## src/logic/osc_ctrl_params.svh

```systemverilog
// constants for the oscillator source control block
`ifndef OSC_CTRL_PARAMS_SVH
`define OSC_CTRL_PARAMS_SVH
`define SSM_PERIOD_CYCLES    384
`define SSM_STEP_CYCLES      32
`define SSM_STEPS            6
`define TRIM_RESET_VALUE     7'h40
`define CAL_SSE_BIT          7
`define CAL_RESET_VALUE      8'h40
`define SEL_PRECISION        3'h0
`define SEL_EXTERNAL         3'h1
`define SEL_LP_DIV8          3'h2
`define SEL_RTC              3'h3
`define SEL_LP               3'h4
`define SEL_RESET_VALUE      3'h4
`define XMODE_OFF            3'h0
`define XMODE_CMOS           3'h2
`define XMODE_CMOS_DIV2      3'h3
`define XMODE_RC             3'h4
`define XMODE_CAP            3'h5
`define XMODE_XTAL           3'h6
`define XMODE_XTAL_DIV2      3'h7
`endif

```

## src/logic/osc_ctrl_pkg.sv

```systemverilog
// types for the oscillator source control block
package osc_ctrl_pkg;
   typedef enum logic [2:0] {
      src_precision,
      src_external,
      src_lp_div8,
      src_rtc,
      src_lp,
      src_reserved
   } clk_src_t;
endpackage : osc_ctrl_pkg

```

## src/logic/osc_source_ctrl.sv

```systemverilog
// oscillator source control: trim, spread spectrum, source select, external osc
// Functional notes
// - triangle modulation period of 384 oscillator cycles
// - modulation only lowers, max 1.6%, 0.26% steps
// - trim resets to factory 24.5 MHz value
// - low power oscillator selected after reset
// - low power oscillator enabled only while selected
// - external clock to sysclk mux and peripherals
// - divide-by-2 stage gives 50% duty
// - valid flag rises after oscillation stabilises
// - valid reads zero in CMOS clock mode
// - calibration bit 7 enable, bits 6:0 trim
// - source select decode, other codes reserved
`timescale 1ns/1ps
`default_nettype none
`include "osc_ctrl_params.svh"
module osc_source_ctrl #(
   parameter int unsigned SSM_PERIOD = `SSM_PERIOD_CYCLES
) (
   input  wire logic                   clk_i,
   input  wire logic                   rstn_i,
   input  wire logic                   prec_osc_clk_i,
   input  wire logic                   cal_we_i,
   input  wire logic [7:0]             cal_wdata_i,
   input  wire logic                   sel_we_i,
   input  wire logic [2:0]             sel_wdata_i,
   input  wire logic [2:0]             ext_mode_i,
   input  wire logic [2:0]             ext_freq_control_i,
   input  wire logic                   ext_osc_clk_i,
   input  wire logic                   ext_osc_stable_i,
   output logic [7:0]                  precision_osc_trim_o,
   output logic [6:0]                  trim_effective_o,
   output logic [2:0]                  ssm_step_o,
   output osc_ctrl_pkg::clk_src_t      sysclk_source_select_o,
   output logic                        lp_osc_enable_o,
   output logic                        ext_osc_enable_o,
   output logic [2:0]                  ext_freq_bias_o,
   output logic                        ext_clk_periph_o,
   output logic                        ext_osc_valid_flag_o
);
   import osc_ctrl_pkg::*;

   logic [7:0]  cal_q;
   logic [8:0]  ssm_cnt_q;
   logic [2:0]  step_q;
   logic        prev_pclk_q;
   logic        pclk_rise;
   logic        ext_on;
   logic        div2;
   logic        vsync;
   logic        ext_clk;
   clk_src_t    sel_q;

   function automatic clk_src_t decode_src(input logic [2:0] code);
      unique case (code)
         `SEL_PRECISION: decode_src = src_precision;
         `SEL_EXTERNAL:  decode_src = src_external;
         `SEL_LP_DIV8:   decode_src = src_lp_div8;
         `SEL_RTC:       decode_src = src_rtc;
         `SEL_LP:        decode_src = src_lp;
         default:        decode_src = src_reserved;
      endcase
   endfunction : decode_src

   // both cmos modes bypass the valid detector
   function automatic logic is_cmos(input logic [2:0] mode);
      is_cmos = (mode == `XMODE_CMOS) || (mode == `XMODE_CMOS_DIV2);
   endfunction : is_cmos

   function automatic logic is_div2(input logic [2:0] mode);
      is_div2 = (mode == `XMODE_XTAL_DIV2) || (mode == `XMODE_CMOS_DIV2);
   endfunction : is_div2

   function automatic logic uses_lp(input clk_src_t src);
      uses_lp = (src == src_lp) || (src == src_lp_div8);
   endfunction : uses_lp

   // slot index; assumes the period is a whole number of slots
   function automatic logic [3:0] slot_of(input logic [8:0] cnt);
      slot_of = 4'(cnt / 9'(`SSM_STEP_CYCLES));
   endfunction : slot_of

   // slots 0..6 climb to the deepest step, 7..11 fall back towards nominal
   function automatic logic [2:0] tri_step(input logic [3:0] slot);
      if (slot <= 4'(`SSM_STEPS))
         tri_step = 3'(slot);
      else
         tri_step = 3'(4'(2 * `SSM_STEPS) - slot);
   endfunction : tri_step

   // calibration register; trim is a factory value on reset
   always_ff @(posedge clk_i or negedge rstn_i) begin
      if (!rstn_i) begin
         cal_q <= `CAL_RESET_VALUE;
      end else if (cal_we_i) begin
         cal_q <= cal_wdata_i;
      end
   end

   // reserved codes are ignored so the mux never sees an illegal source
   always_ff @(posedge clk_i or negedge rstn_i) begin
      if (!rstn_i) begin
         sel_q <= src_lp;
      end else if (sel_we_i && decode_src(sel_wdata_i) != src_reserved) begin
         sel_q <= decode_src(sel_wdata_i);
      end
   end

   assign pclk_rise = prec_osc_clk_i & ~prev_pclk_q;

   // previous level of the precision clock for edge detection
   always_ff @(posedge clk_i or negedge rstn_i) begin
      if (!rstn_i) begin
         prev_pclk_q <= 1'b0;
      end else begin
         prev_pclk_q <= prec_osc_clk_i;
      end
   end

   // count oscillator edges; one triangle every 384 edges
   always_ff @(posedge clk_i or negedge rstn_i) begin
      if (!rstn_i) begin
         ssm_cnt_q <= 9'h000;
      end else begin
         if (!cal_q[`CAL_SSE_BIT])
            ssm_cnt_q <= 9'h000;
         else if (pclk_rise)
            ssm_cnt_q <= (ssm_cnt_q == 9'(SSM_PERIOD - 1)) ? 9'h000
                         : ssm_cnt_q + 9'h001;
      end
   end

   // slot of 32 cycles, 12 slots; step 0 is nominal, 6 is lowest
   always_ff @(posedge clk_i or negedge rstn_i) begin
      if (!rstn_i) begin
         step_q <= 3'h0;
      end else if (!cal_q[`CAL_SSE_BIT]) begin
         step_q <= 3'h0;
      end else begin
         step_q <= tri_step(slot_of(ssm_cnt_q));
      end
   end

   // lower trim lowers frequency; one code is about one 0.26% step
   always_ff @(posedge clk_i or negedge rstn_i) begin
      if (!rstn_i) begin
         trim_effective_o <= `TRIM_RESET_VALUE;
         ssm_step_o       <= 3'h0;
      end else begin
         ssm_step_o       <= step_q;
         trim_effective_o <= (cal_q[6:0] > 7'(step_q)) ?
                             cal_q[6:0] - 7'(step_q) : 7'h00;
      end
   end

   // mode decode shared by the divider and the enable output
   assign ext_on = ext_mode_i != `XMODE_OFF;
   assign div2   = is_div2(ext_mode_i);

   ext_osc_divider u_div (
      .clk_i        (clk_i),
      .rstn_i       (rstn_i),
      .ext_clk_i    (ext_osc_clk_i),
      .div2_en_i    (div2),
      .osc_on_i     (ext_on),
      .valid_raw_i  (ext_osc_stable_i),
      .ext_clk_o    (ext_clk),
      .valid_sync_o (vsync)
   );

   // calibration readback straight from the register
   always_ff @(posedge clk_i or negedge rstn_i) begin
      if (!rstn_i) begin
         precision_osc_trim_o <= `CAL_RESET_VALUE;
      end else begin
         precision_osc_trim_o <= cal_q;
      end
   end

   // lp osc follows the selected source, so it never runs unused
   always_ff @(posedge clk_i or negedge rstn_i) begin
      if (!rstn_i) begin
         sysclk_source_select_o <= src_lp;
         lp_osc_enable_o        <= 1'b1;
      end else begin
         sysclk_source_select_o <= sel_q;
         lp_osc_enable_o        <= uses_lp(sel_q);
      end
   end

   // peripheral clock taps the external path ahead of the source mux
   always_ff @(posedge clk_i or negedge rstn_i) begin
      if (!rstn_i) begin
         ext_osc_enable_o <= 1'b0;
         ext_freq_bias_o  <= 3'h0;
         ext_clk_periph_o <= 1'b0;
      end else begin
         ext_osc_enable_o <= ext_on;
         ext_freq_bias_o  <= ext_freq_control_i;
         ext_clk_periph_o <= ext_clk;
      end
   end

   // cmos mode has no detector, so the flag is held low
   always_ff @(posedge clk_i or negedge rstn_i) begin
      if (!rstn_i) begin
         ext_osc_valid_flag_o <= 1'b0;
      end else begin
         ext_osc_valid_flag_o <= vsync && !is_cmos(ext_mode_i);
      end
   end
endmodule : osc_source_ctrl
`default_nettype wire

```

## src/logic/ext_osc_divider.sv

```systemverilog
// external oscillator divide-by-2 toggle and valid synchroniser
`timescale 1ns/1ps
`default_nettype none
module ext_osc_divider (
   input  wire logic clk_i,
   input  wire logic rstn_i,
   input  wire logic ext_clk_i,
   input  wire logic div2_en_i,
   input  wire logic osc_on_i,
   input  wire logic valid_raw_i,
   output logic      ext_clk_o,
   output logic      valid_sync_o
);
   logic half_q;
   logic prev_q;
   logic v1_q;
   logic v2_q;

   // toggling on each rising edge gives exactly 50% duty
   always_ff @(posedge clk_i or negedge rstn_i) begin
      if (!rstn_i) begin
         prev_q <= 1'b0;
         half_q <= 1'b0;
      end else begin
         prev_q <= ext_clk_i;
         if (!osc_on_i)
            half_q <= 1'b0;
         else if (ext_clk_i && !prev_q)
            half_q <= ~half_q;
      end
   end

   always_ff @(posedge clk_i or negedge rstn_i) begin
      if (!rstn_i) begin
         ext_clk_o <= 1'b0;
      end else begin
         ext_clk_o <= osc_on_i & (div2_en_i ? half_q : ext_clk_i);
      end
   end

   // two flops; first one feeds only the second
   always_ff @(posedge clk_i or negedge rstn_i) begin
      if (!rstn_i) begin
         v1_q <= 1'b0;
         v2_q <= 1'b0;
      end else begin
         v1_q <= valid_raw_i;
         v2_q <= v1_q;
      end
   end

   assign valid_sync_o = v2_q & osc_on_i;
endmodule : ext_osc_divider
`default_nettype wire

```

## config.mk

```make
export PLATFORM = sky130hd
export DESIGN_NAME = osc_source_ctrl
export DESIGN_NICKNAME = d
export VERILOG_FILES = /design/src/logic/osc_ctrl_pkg.sv /design/src/logic/osc_source_ctrl.sv /design/src/logic/ext_osc_divider.sv
export VERILOG_INCLUDE_DIRS = /design/src /design/src/logic
export SDC_FILE = /design/constraint.sdc
export NUM_CORES = 1
export LEC_CHECK = 0
export BUFFER_PORTS_ARGS = -buffer_cell sky130_fd_sc_hd__clkbuf_2
export CAP_MARGIN = 15
export CELL_PAD_IN_SITES_DETAIL_PLACEMENT = 1
export CELL_PAD_IN_SITES_GLOBAL_PLACEMENT = 2
export CORE_UTILIZATION = 38
export DETAILED_ROUTE_END_ITERATION = 7
export HOLD_SLACK_MARGIN = 0.03
export PLACE_DENSITY_LB_ADDON = 0.05
export RECOVER_POWER = 50
export SYNTH_ARGS = -nofsm -noshare
export SYNTH_HDL_FRONTEND = slang
export SYNTH_SLANG_ARGS = --single-unit
```

## constraint.sdc

```tcl
create_clock -name clk_i -period 4.82 [get_ports clk_i]
set_input_delay 0.482 -clock clk_i [delete_from_list [all_inputs] [get_ports clk_i]]
set_output_delay 0.482 -clock clk_i [all_outputs]
set_load 0.05 [all_outputs]
```

Word-level counts from Yosys, hierarchy flattened
Cells that the tools add are included.
{ "word_totals": {"reg_bits": 57, "input_bits": 24, "out_inout_bits": 28, "elab_cells": 62} }
{ "classes": {"n_addsub": 3, "n_lt_le_gt_ge": 2, "eq_ne": 13, "mux": 10, "bitwise": 5, "reduce_logical": 10} }
{ "op_table": {"columns": ["op", "count"], "rows": [
  ["$mux 9", 3],
  ["$eq 3x2->1 const B", 5],
  ["$pmux 3 s5", 1],
  ["$add 9x1->9 const B", 1],
  ["$eq 3x3->1 const B", 3],
  ["$eq 9x9->1 const B", 1],
  ["$gt 7x3->1", 1],
  ["$mux 7", 1],
  ["$sub 7x3->7", 1],
  ["$mux 3", 2],
  ["$le 4x3->1 const B", 1],
  ["$ne 2x1->1 const B", 2],
  ["$and 1x1->1", 3],
  ["$eq 3x1->1 const B", 1],
  ["$logic_and 1x1->1", 3],
  ["$logic_not 3->1", 1],
  ["$logic_or 1x1->1", 3],
  ["$mux 1", 3],
  ["$ne 3x3->1 const B", 1],
  ["$reduce_bool 3->1", 1],
  ["$sub 3x3->3 const A", 1],
  ["$logic_not 1->1", 2],
  ["$not 1->1", 2]
]} }

Logic depth before layout (Yosys ltp)
Gate-level depths: netlist of the first run.
{ "logic_depth": {"depth_word": 4, "depth_mapped": 7, "ltp_nobuf": 7} }

Modules after synthesis
Synthesis of the first run repeated with hierarchy kept, for this count alone.
{ "unflattened": {"cells_unflattened": 179, "hier_area_um2": 2219.6} }
{ "by_module_without_submodules": {"columns": ["module", "n_inst", "cells_per_inst", "area_per_inst_um2", "seq_area_each_um2"], "rows": [
  ["osc_source_ctrl", 1, 167, 2045.7, 1308.8],
  ["ext_osc_divider", 1, 12, 173.9, 125.1]
]} }

Least setup slack after synthesis of the first run
No wires, ideal clock.
{ "synth_timing": {"kind": "reg-to-reg", "from": "register step_q[1]", "to": "register trim_effective_o[5]", "setup_time_ns": 0.125, "arrival_ns": 1.516, "t_required_ns": 4.695, "slack_ns": 3.179, "path_stages_with_launch": 7, "n_path_buf": 0, "period_less_slack_ns": 1.641, "cell_sequence": "dfrtp_1 > inv_1 > ha_1 > nor2b_1 > o21a_1 > nor4_1 > mux2_2"} }
{ "synth_between": {"elab_chain_cells": 2, "word_cells_on_any_way": 3, "classes_between": "1 x add/sub; 1 x order compare; 1 x mux"} }
{ "synth_rtl": {"columns": ["item", "line_no", "rtl"], "rows": [
  ["start: declaration", "osc_source_ctrl.sv:45", "logic [2:0] step_q;"],
  ["start signal: assignment", "osc_source_ctrl.sv:140", "step_q <= tri_step(slot_of(ssm_cnt_q));"],
  ["$sub 7x3->7 or $gt 7x3->1 (tied branches)", "osc_source_ctrl.sv:152, osc_source_ctrl.sv:151", null],
  ["$mux 7 (*)", "osc_source_ctrl.sv:151", "trim_effective_o <= (cal_q[6:0] > 7'(step_q)) ?"],
  ["end signal: assignment", "osc_source_ctrl.sv:147", "trim_effective_o <= `TRIM_RESET_VALUE;"],
  ["end signal: assignment", "osc_source_ctrl.sv:151", null],
  ["end: declaration", "osc_source_ctrl.sv:32", "output logic [6:0] trim_effective_o,"]
]} }
Mark *: on every way between the ends. The rest lies on a longest branch, timed or not.
A chain may end at the register's enable or synchronous reset.

Worst setup path after layout of the first run
{ "layout_timing": {"from": "register step_q[1]", "to": "register trim_effective_o[3]"} }
Same word-level chain as after synthesis.

==> metrics.csv, run 1 <==
stage;metric;value;unit
run_status;status;finished, final reports clean;
grt;grt_pass1_wl;7890;um
cts;cts.repair.resized;0;
die;core-area;5640;um^2
worst_hold_path;min_from;ext_freq_control_i[2];
critical_path;crit_slowest_cell;dfrtp_1;
route;drc_errors;0;
yosys;synth_edf_count;0;
grt;antenna_found_initial;0;
timing;slew-limit-headroom;54.6;%
final_layout;layout.nets;269;
critical_path;startpoint;step_q[1];
final_layout;drive_gt1_share;32.6;%
worst_hold_path;hp-class;in -> reg;
yosys;synth.area.top_cells;dfrtp_1, dfstp_2, ha_1;
cts;cts_htree_levels;3;
grt;grt_start_max_net_pins;58;
yosys;synthMuxAreaShare;3.47;%
grt;grt_pass1_vias;1689;
final_layout;final_cell_mix;dfrtp_1, clkbuf_2, a21oi_1, nor2_1;
route;drt-met1-wl;1800;um
route;wl_met3;202;um
route;highest_layer;met4;
timing;worst_slew_pin_slew;0.681;ns
route;viasPerCell;4.91;
yosys;synthSimpleGateAreaFrac;13.7;%
cts;cts.clk_slew.worst_paths;0.06;ns
timing;setup_violations;0;
route;drt_iter0_drc;51;
yosys;synth_fa_ha_area_share;4.74;%
route;vias;1541;
worst_hold_path;hold_depth;1;
timing;whs;0.258;ns
route;drt-total-wl;4560;um
pwr;power;1.16;mW
pwr;powerDensity;414;nW/um^2
yosys;ys_seq_area_share;63.2;%
final_layout;syn_to_final_growth;23.4;%
cts;numCtsBuffers;9;
cts;cts_hold_buf;0;
critical_path;regToRegSetupSlack;3.06;ns
yosys;synthArstFlopShare;100;%
worst_hold_path;holdPathEnd;ext_freq_bias_o[2];
final_layout;filler_cell_count;608;
route;drtAntennaViolNets;0;
yosys;yosys_register_bits;57;
cts;clkLatencyLatePin;0.33;ns
route;drt_pass1_iterations;4;
timing;min_period;1.76;ns
final_layout;final_common_cell;dfrtp_1;
cts;cts_setup_buffers;0;
critical_path;reg2reg_to;trim_effective_o[3];
timing;hold_viol;0;
die;num_rows;27;
die;dieHeight;79.3;um
yosys;synthCells;175;
die;start_util;40.2;%
die;die_area;6280;um^2
placement;place_ws;3.07;ns
critical_path;crit_path_max_fanout;6;
route;route.met2.wl;2480;um
yosys;synth_top_area_cell;dfrtp_1;
placement;gp_congestion;0.809;
timing;fmax;567;MHz
die;ioPinCount;52;
route;wl_per_cell;14.5;um
yosys;yosys_warnings;0;
timing;grt_setup_unrepaired;no;
cts;cts.sinks;57;
timing;finalSetupTns;0;ns
yosys;netlist_area;2270;um^2
run;drv_cap;0;
timing;maxSlewViolCount;0;
grt;grt-ovfl-total;0;
die;die_x;79.3;um
critical_path;startpoint_type;flip-flop;
critical_path;crit_path_max_incr_delay;0.40;ns
yosys;synthFlopType;dfrtp_1;
yosys;synth_top_family_by_area;simple AND/OR/NAND/NOR gates;
timing;finalCritPeriodShare;36.6;%
yosys;synth_xor_area_share;2.70;%
critical_path;critPathCaptureType;flip-flop;
critical_path;required;5.00;ns
timing;skew;0.00443;ns
cts;clockBufferDepth;2;
yosys;synthesis.nets;207;
yosys;synth_compound_area_share;10.2;%
placement;dpl.hpwl;3370;um
final_layout;multiInputGateArea;790;um^2
pwr;leakagePower;1.33;nW
pwr;irDropWorstVdd;0.173;mV
critical_path;worstPathCellList;inv_1 > ha_1 > nor2b_1 > o21a_1 > o21ai_1 > a22oi_1;
cts;clockRootBuffer;clkbuf_8;
critical_path;crit_type;reg -> reg;
critical_path;reg2reg_from;step_q[1];
timing;setup_slack;3.06;ns
critical_path;arrival;1.94;ns
yosys;avgSynthCellArea;13.0;um^2
placement;io_buffers;51;
yosys;synth_cell_type_count;42;
final_layout;n_antenna_cell;0;
critical_path;r2r_cells;6;
final_layout;regArea;1430;um^2
grt;grt_usage;17.0;%
yosys;synth_top_area_share;56.3;%
cts;cts_tree;built;
## area by class of cell
cell class / instances / area share [%]
inverters: 11 / 1.47
flip-flops and latches: 57 / 51.2
clock buffers: 13 / 5.32
clock inverters: 3 / 1.43
repair buffers: 52 / 9.16
well taps: 72 / 3.22
multi-input cells: 106 / 28.2
## power breakdown
part	leakage [nW]	total (mW)	internal [mW]	switching [mW]
logic	0.536	0.185	0.0507	0.135
registers	0.696	0.545	0.522	0.0230
clock network	0.0974	0.427	0.252	0.176
## layer usage
metal	vias up	global-route usage [%]
met5	-	0
met4	0	8.36
met3	8	5.40
met2	32	31.1
met1	765	17.4
li1	736	-
## kinds of logic after synthesis
logic type               after synthesis
AO/OA/AOI/OAI                         37
XOR/XNOR                               7
adder cells (fa/ha/maj)                8
buffers and inverters                 12
flip-flops                            57
multiplexers                           7
AND/OR/NAND/NOR                       47
## worst max-delay path: cells and delay by family (launching register included)
kind | cells | cell delay (ns)
fa+ha+maj | 1 | 0.28
buf+inv | 1 | 0.06
compound gates | 3 | 0.72
simple gates | 1 | 0.14
flops | 1 | 0.40
## how the worst max path moves through the flow
stage / endpoint / slack, ns / cells past startpoint
floorplan: trim_effective_o[5] / 3.18 / 6
global placement: trim_effective_o[5] / 3.11 / 6
detailed placement: trim_effective_o[3] / 3.07 / 6
CTS: trim_effective_o[3] / 3.06 / 6
global route: trim_effective_o[3] / 2.90 / 6
finish: trim_effective_o[3] / 3.06 / 6
## metrics by stage
| step | std cells | cell area (um^2) | utilization [%] |
|---|---|---|---|
| 5_1_grt | 314 | 2800 | 49.6 |
| 2_1_floorplan | 175 | 2270 | - |
| 4_1_cts | 314 | 2810 | 49.7 |
| 3_5_place_dp | 298 | 2620 | 46.4 |
| 6_report | 314 | 2800 | 49.6 |
| 3_3_place_gp | 298 | 2620 | 46.4 |
## flip-flops by register name, summed over array words and instances, names as in the netlist
| register | flops |
|---|---|
| ssm_cnt_q | 9 |
| cal_q | 8 |
| precision_osc_trim_o | 8 |
| trim_effective_o | 7 |
| ext_freq_bias_o | 3 |
| sel_q | 3 |
| ssm_step_o | 3 |
| step_q | 3 |
| sysclk_source_select_o | 3 |
| ext_clk_periph_o | 1 |
| ext_osc_enable_o | 1 |
| ext_osc_valid_flag_o | 1 |
| lp_osc_enable_o | 1 |
| prev_pclk_q | 1 |
| u_div.ext_clk_o | 1 |
| u_div.half_q | 1 |
| u_div.prev_q | 1 |
| u_div.v1_q | 1 |
| u_div.v2_q | 1 |
## cells in the mapped netlist (all sizes together), types with 2 or more instances
cell    number
a21oi       11
a311oi       2
a31o         3
a31oi        3
dfrtp       51
dfstp        6
ha           7
inv         10
mux2         7
nand2        7
nand2b       4
nand3b       3
nand4        2
nor2        12
nor2b        4
nor3         2
nor4         2
nor4b        2
o21a         2
o21ai       10
or3          3
xnor2        4
xor2         3
(Power assumes the default switching activity.)
==> run 2: changes to the inputs <==
- CORE_UTILIZATION: 38 -> 35
- clock period: 4.82 -> 1.7 ns (I/O delays scaled with it)
==> metrics.csv, run 2 (synthesis gave the netlist of run 1 again) <==
stage;metric;value;unit;change
worst_hold_path;hold_depth;3;;+2
timing;fmax;616;MHz;+8.6%
die;start_util;37.2;%;-3.0 points
worst_hold_path;min_from;cal_wdata_i[7];;
cts;cts_tree;built;;
timing;hold_viol;0;;unchanged
final_layout;largest_register_ffs;9;;unchanged
final_layout;layout.nets;279;;+3.7%
final_layout;syn_to_final_growth;29.2;%;
pwr;p_int;2.33;mW;+180%
critical_path;crit_type;reg -> reg;;
route;drt_pass1_iterations;4;;unchanged
critical_path;reg2reg_from;step_q[1];;
critical_path;cp_top_family;flip-flops;;
die;num_rows;28;;+3.7%
critical_path;required;1.91;ns;-3.09 ns
final_layout;registers.top_by_ff_count;ssm_cnt_q;;
route;drc_errors;0;;unchanged
critical_path;worst-path-buf-inv;1;;unchanged
final_layout;n_antenna_cell;0;;unchanged
placement;dpl.hpwl;3420;um;+1.5%
timing;setup_violations;0;;unchanged
critical_path;reg2reg_to;trim_effective_o[5];;
final_layout;multiInputGateArea;818;um^2;+3.6%
die;die_x;82.5;um;+4.1%
final_layout;finish.utilization;48.1;%;-1.6 points
pwr;p_clk_share;36.2;%;-0.7 points
critical_path;crit_path_max_incr_delay;0.37;ns;-0.03 ns
route;drtAntennaViolNets;0;;unchanged
pwr;comb_power_share;16.9;%;+0.9 points
cts;cts.clk_slew.worst_paths;0.06;ns;about the same
pwr;p_sw_share;29.4;%;+0.61 points
run_status;status;finished, final reports clean;;
route;vias;1602;;+4.0%
cts;cts_htree_levels;3;;unchanged
critical_path;critPathCaptureType;flip-flop;;
timing;min_period;1.62;ns;-0.140 ns
cts;cts_setup_buffers;0;;unchanged
run;drv_cap;0;;unchanged
cts;clockRootBuffer;clkbuf_8;;
cts;clockBufferDepth;2;;unchanged
grt;grt_pass1_wl;8070;um;+2.4%
grt;grt_start_max_net_pins;40;;-31%
die;dieHeight;82.5;um;+4.1%
timing;worst_slew_pin_slew;1.04;ns;+0.359 ns
grt;grt_pass1_vias;1646;;-2.5%
die;ioPinCount;52;;unchanged
timing;skew;0.00626;ns;+0.00183 ns
die;core-area;6100;um^2;+8.1%
grt;grt_usage;16.7;%;-0.33 points
pwr;irDropWorstVdd;0.514;mV;+200%
final_layout;final_cell_mix;dfrtp_1, clkbuf_2, clkbuf_8;;
worst_hold_path;hp-class;in -> reg;;
placement;io_buffers;51;;unchanged
final_layout;final_common_cell;dfrtp_1;;
pwr;seqPwrFrac;46.9;%;-0.2 points
timing;maxSlewViolCount;0;;unchanged
route;drt_iter0_drc;60;;+18%
placement;gp_congestion;0.751;;-7.2%
critical_path;arrival;1.83;ns;-0.11 ns
cts;cts.sinks;57;;unchanged
critical_path;startpoint_type;flip-flop;;
die;die_area;6810;um^2;+8.4%
route;viasPerCell;4.90;;-0.17%
grt;grt-ovfl-total;0;;unchanged
worst_hold_path;holdPathEnd;cal_q[7];;
critical_path;worstPathCellList;inv_1 > ha_4 > nor2b_1 > o21a_1 > nor4_2 > mux2_2;;
cts;clkLatencyLatePin;0.33;ns;about the same
route;wl_per_cell;15.1;um;+4.2%
grt;antenna_found_initial;0;;unchanged
final_layout;drive_gt1_share;35.3;%;+2.7 points
pwr;power;3.30;mW;+190%
critical_path;regToRegSetupSlack;0.08;ns;-2.98 ns
final_layout;reg.largest.list;ssm_cnt_q (9), cal_q (8), precision_osc_trim_o (8);;
timing;slew-limit-headroom;30.7;%;-24 points
final_layout;regArea;1430;um^2;unchanged
pwr;powerDensity;1130;nW/um^2;+170%
timing;finalCritPeriodShare;95.6;%;+59 points
critical_path;r2r_cells;6;;unchanged
critical_path;crit_path_max_fanout;4;;-2
critical_path;crit_slowest_cell;dfrtp_1;;
timing;finalSetupTns;0;ns;unchanged
final_layout;filler_cell_count;669;;+10%
route;drt-total-wl;4950;um;+8.5%
cts;numCtsBuffers;9;;unchanged
pwr;switchingPower;0.972;mW;+190%
pwr;leakagePower;1.38;nW;+3.8%
[run 2: metrics by stage]
step / cell area [um^2] / setup WS (ns) / instances / hold slack, ns
2_1_floorplan: 2270 / 0.0593 / 175 / -0.126
6_report: 2930 / 0.0754 / 327 / 0.0635
3_3_place_gp: 2660 / 0.0462 / 304 / 0.133
5_1_grt: 2930 / -0.00932 / 327 / 0.0567
4_1_cts: 2930 / 0.0212 / 327 / 0.0517
3_5_place_dp: 2660 / 0.0110 / 304 / 0.160
[run 2: area by class of cell]
cell class                 instances  area share (%)
clock buffer                      14            6.23
clock inverter                     2           0.342
inverter                          11            1.41
multi-input combinational        106            27.9
sequential                        57            48.9
tap                               75            3.20
timing repair buffer              62            12.0
[run 2: how the worst max path moves through the flow]
stage / startpoint / to / depth (start not counted)
6_report: step_q[1] / trim_effective_o[5] / 6
2_1_floorplan: step_q[1] / trim_effective_o[5] / 6
4_1_cts: cal_q[0] / trim_effective_o[4] / 7
5_1_grt: cal_q[0] / trim_effective_o[6] / 7
3_5_place_dp: cal_q[1] / trim_effective_o[5] / 5
3_3_place_gp: cal_q[1] / trim_effective_o[5] / 5
[run 2: what timing repair did]
item	in CTS	in global routing
pin swaps	0	0
endpoints found under the hold margin	21	0
gates resized for setup	1	4
hold buffers	7	0
setup endpoints to repair	1	4
[run 2: routing by layer]
layer | part of all wire (%) | routed length, um | vias to the layer above | GRT usage (%)
met4 | 1.5 | 73 | 0 | 7.07
met1 | 43 | 2130 | 802 | 19.9
li1 | - | - | 759 | -
met5 | 0 | 0 | - | 0
met2 | 51 | 2530 | 35 | 27.1
met3 | 4.5 | 222 | 6 | 6.26
[run 2: worst register-to-register path, cell delays in order, from the launching register on]
cell and delay, ns:
dfrtp_1 0.37, inv_1 0.09, ha_4 0.20, nor2b_1 0.12
o21a_1 0.20, nor4_2 0.15, mux2_2 0.36
[run 2: power groups by stage]
stage,clock network [mW],registers [mW],logic (mW)
floorplan,0,1.79,0.140
finish,1.20,1.55,0.558
global route,1.30,1.57,0.600
detailed placement,0,1.58,0.548
CTS,1.24,1.55,0.564
global placement,0,1.57,0.533
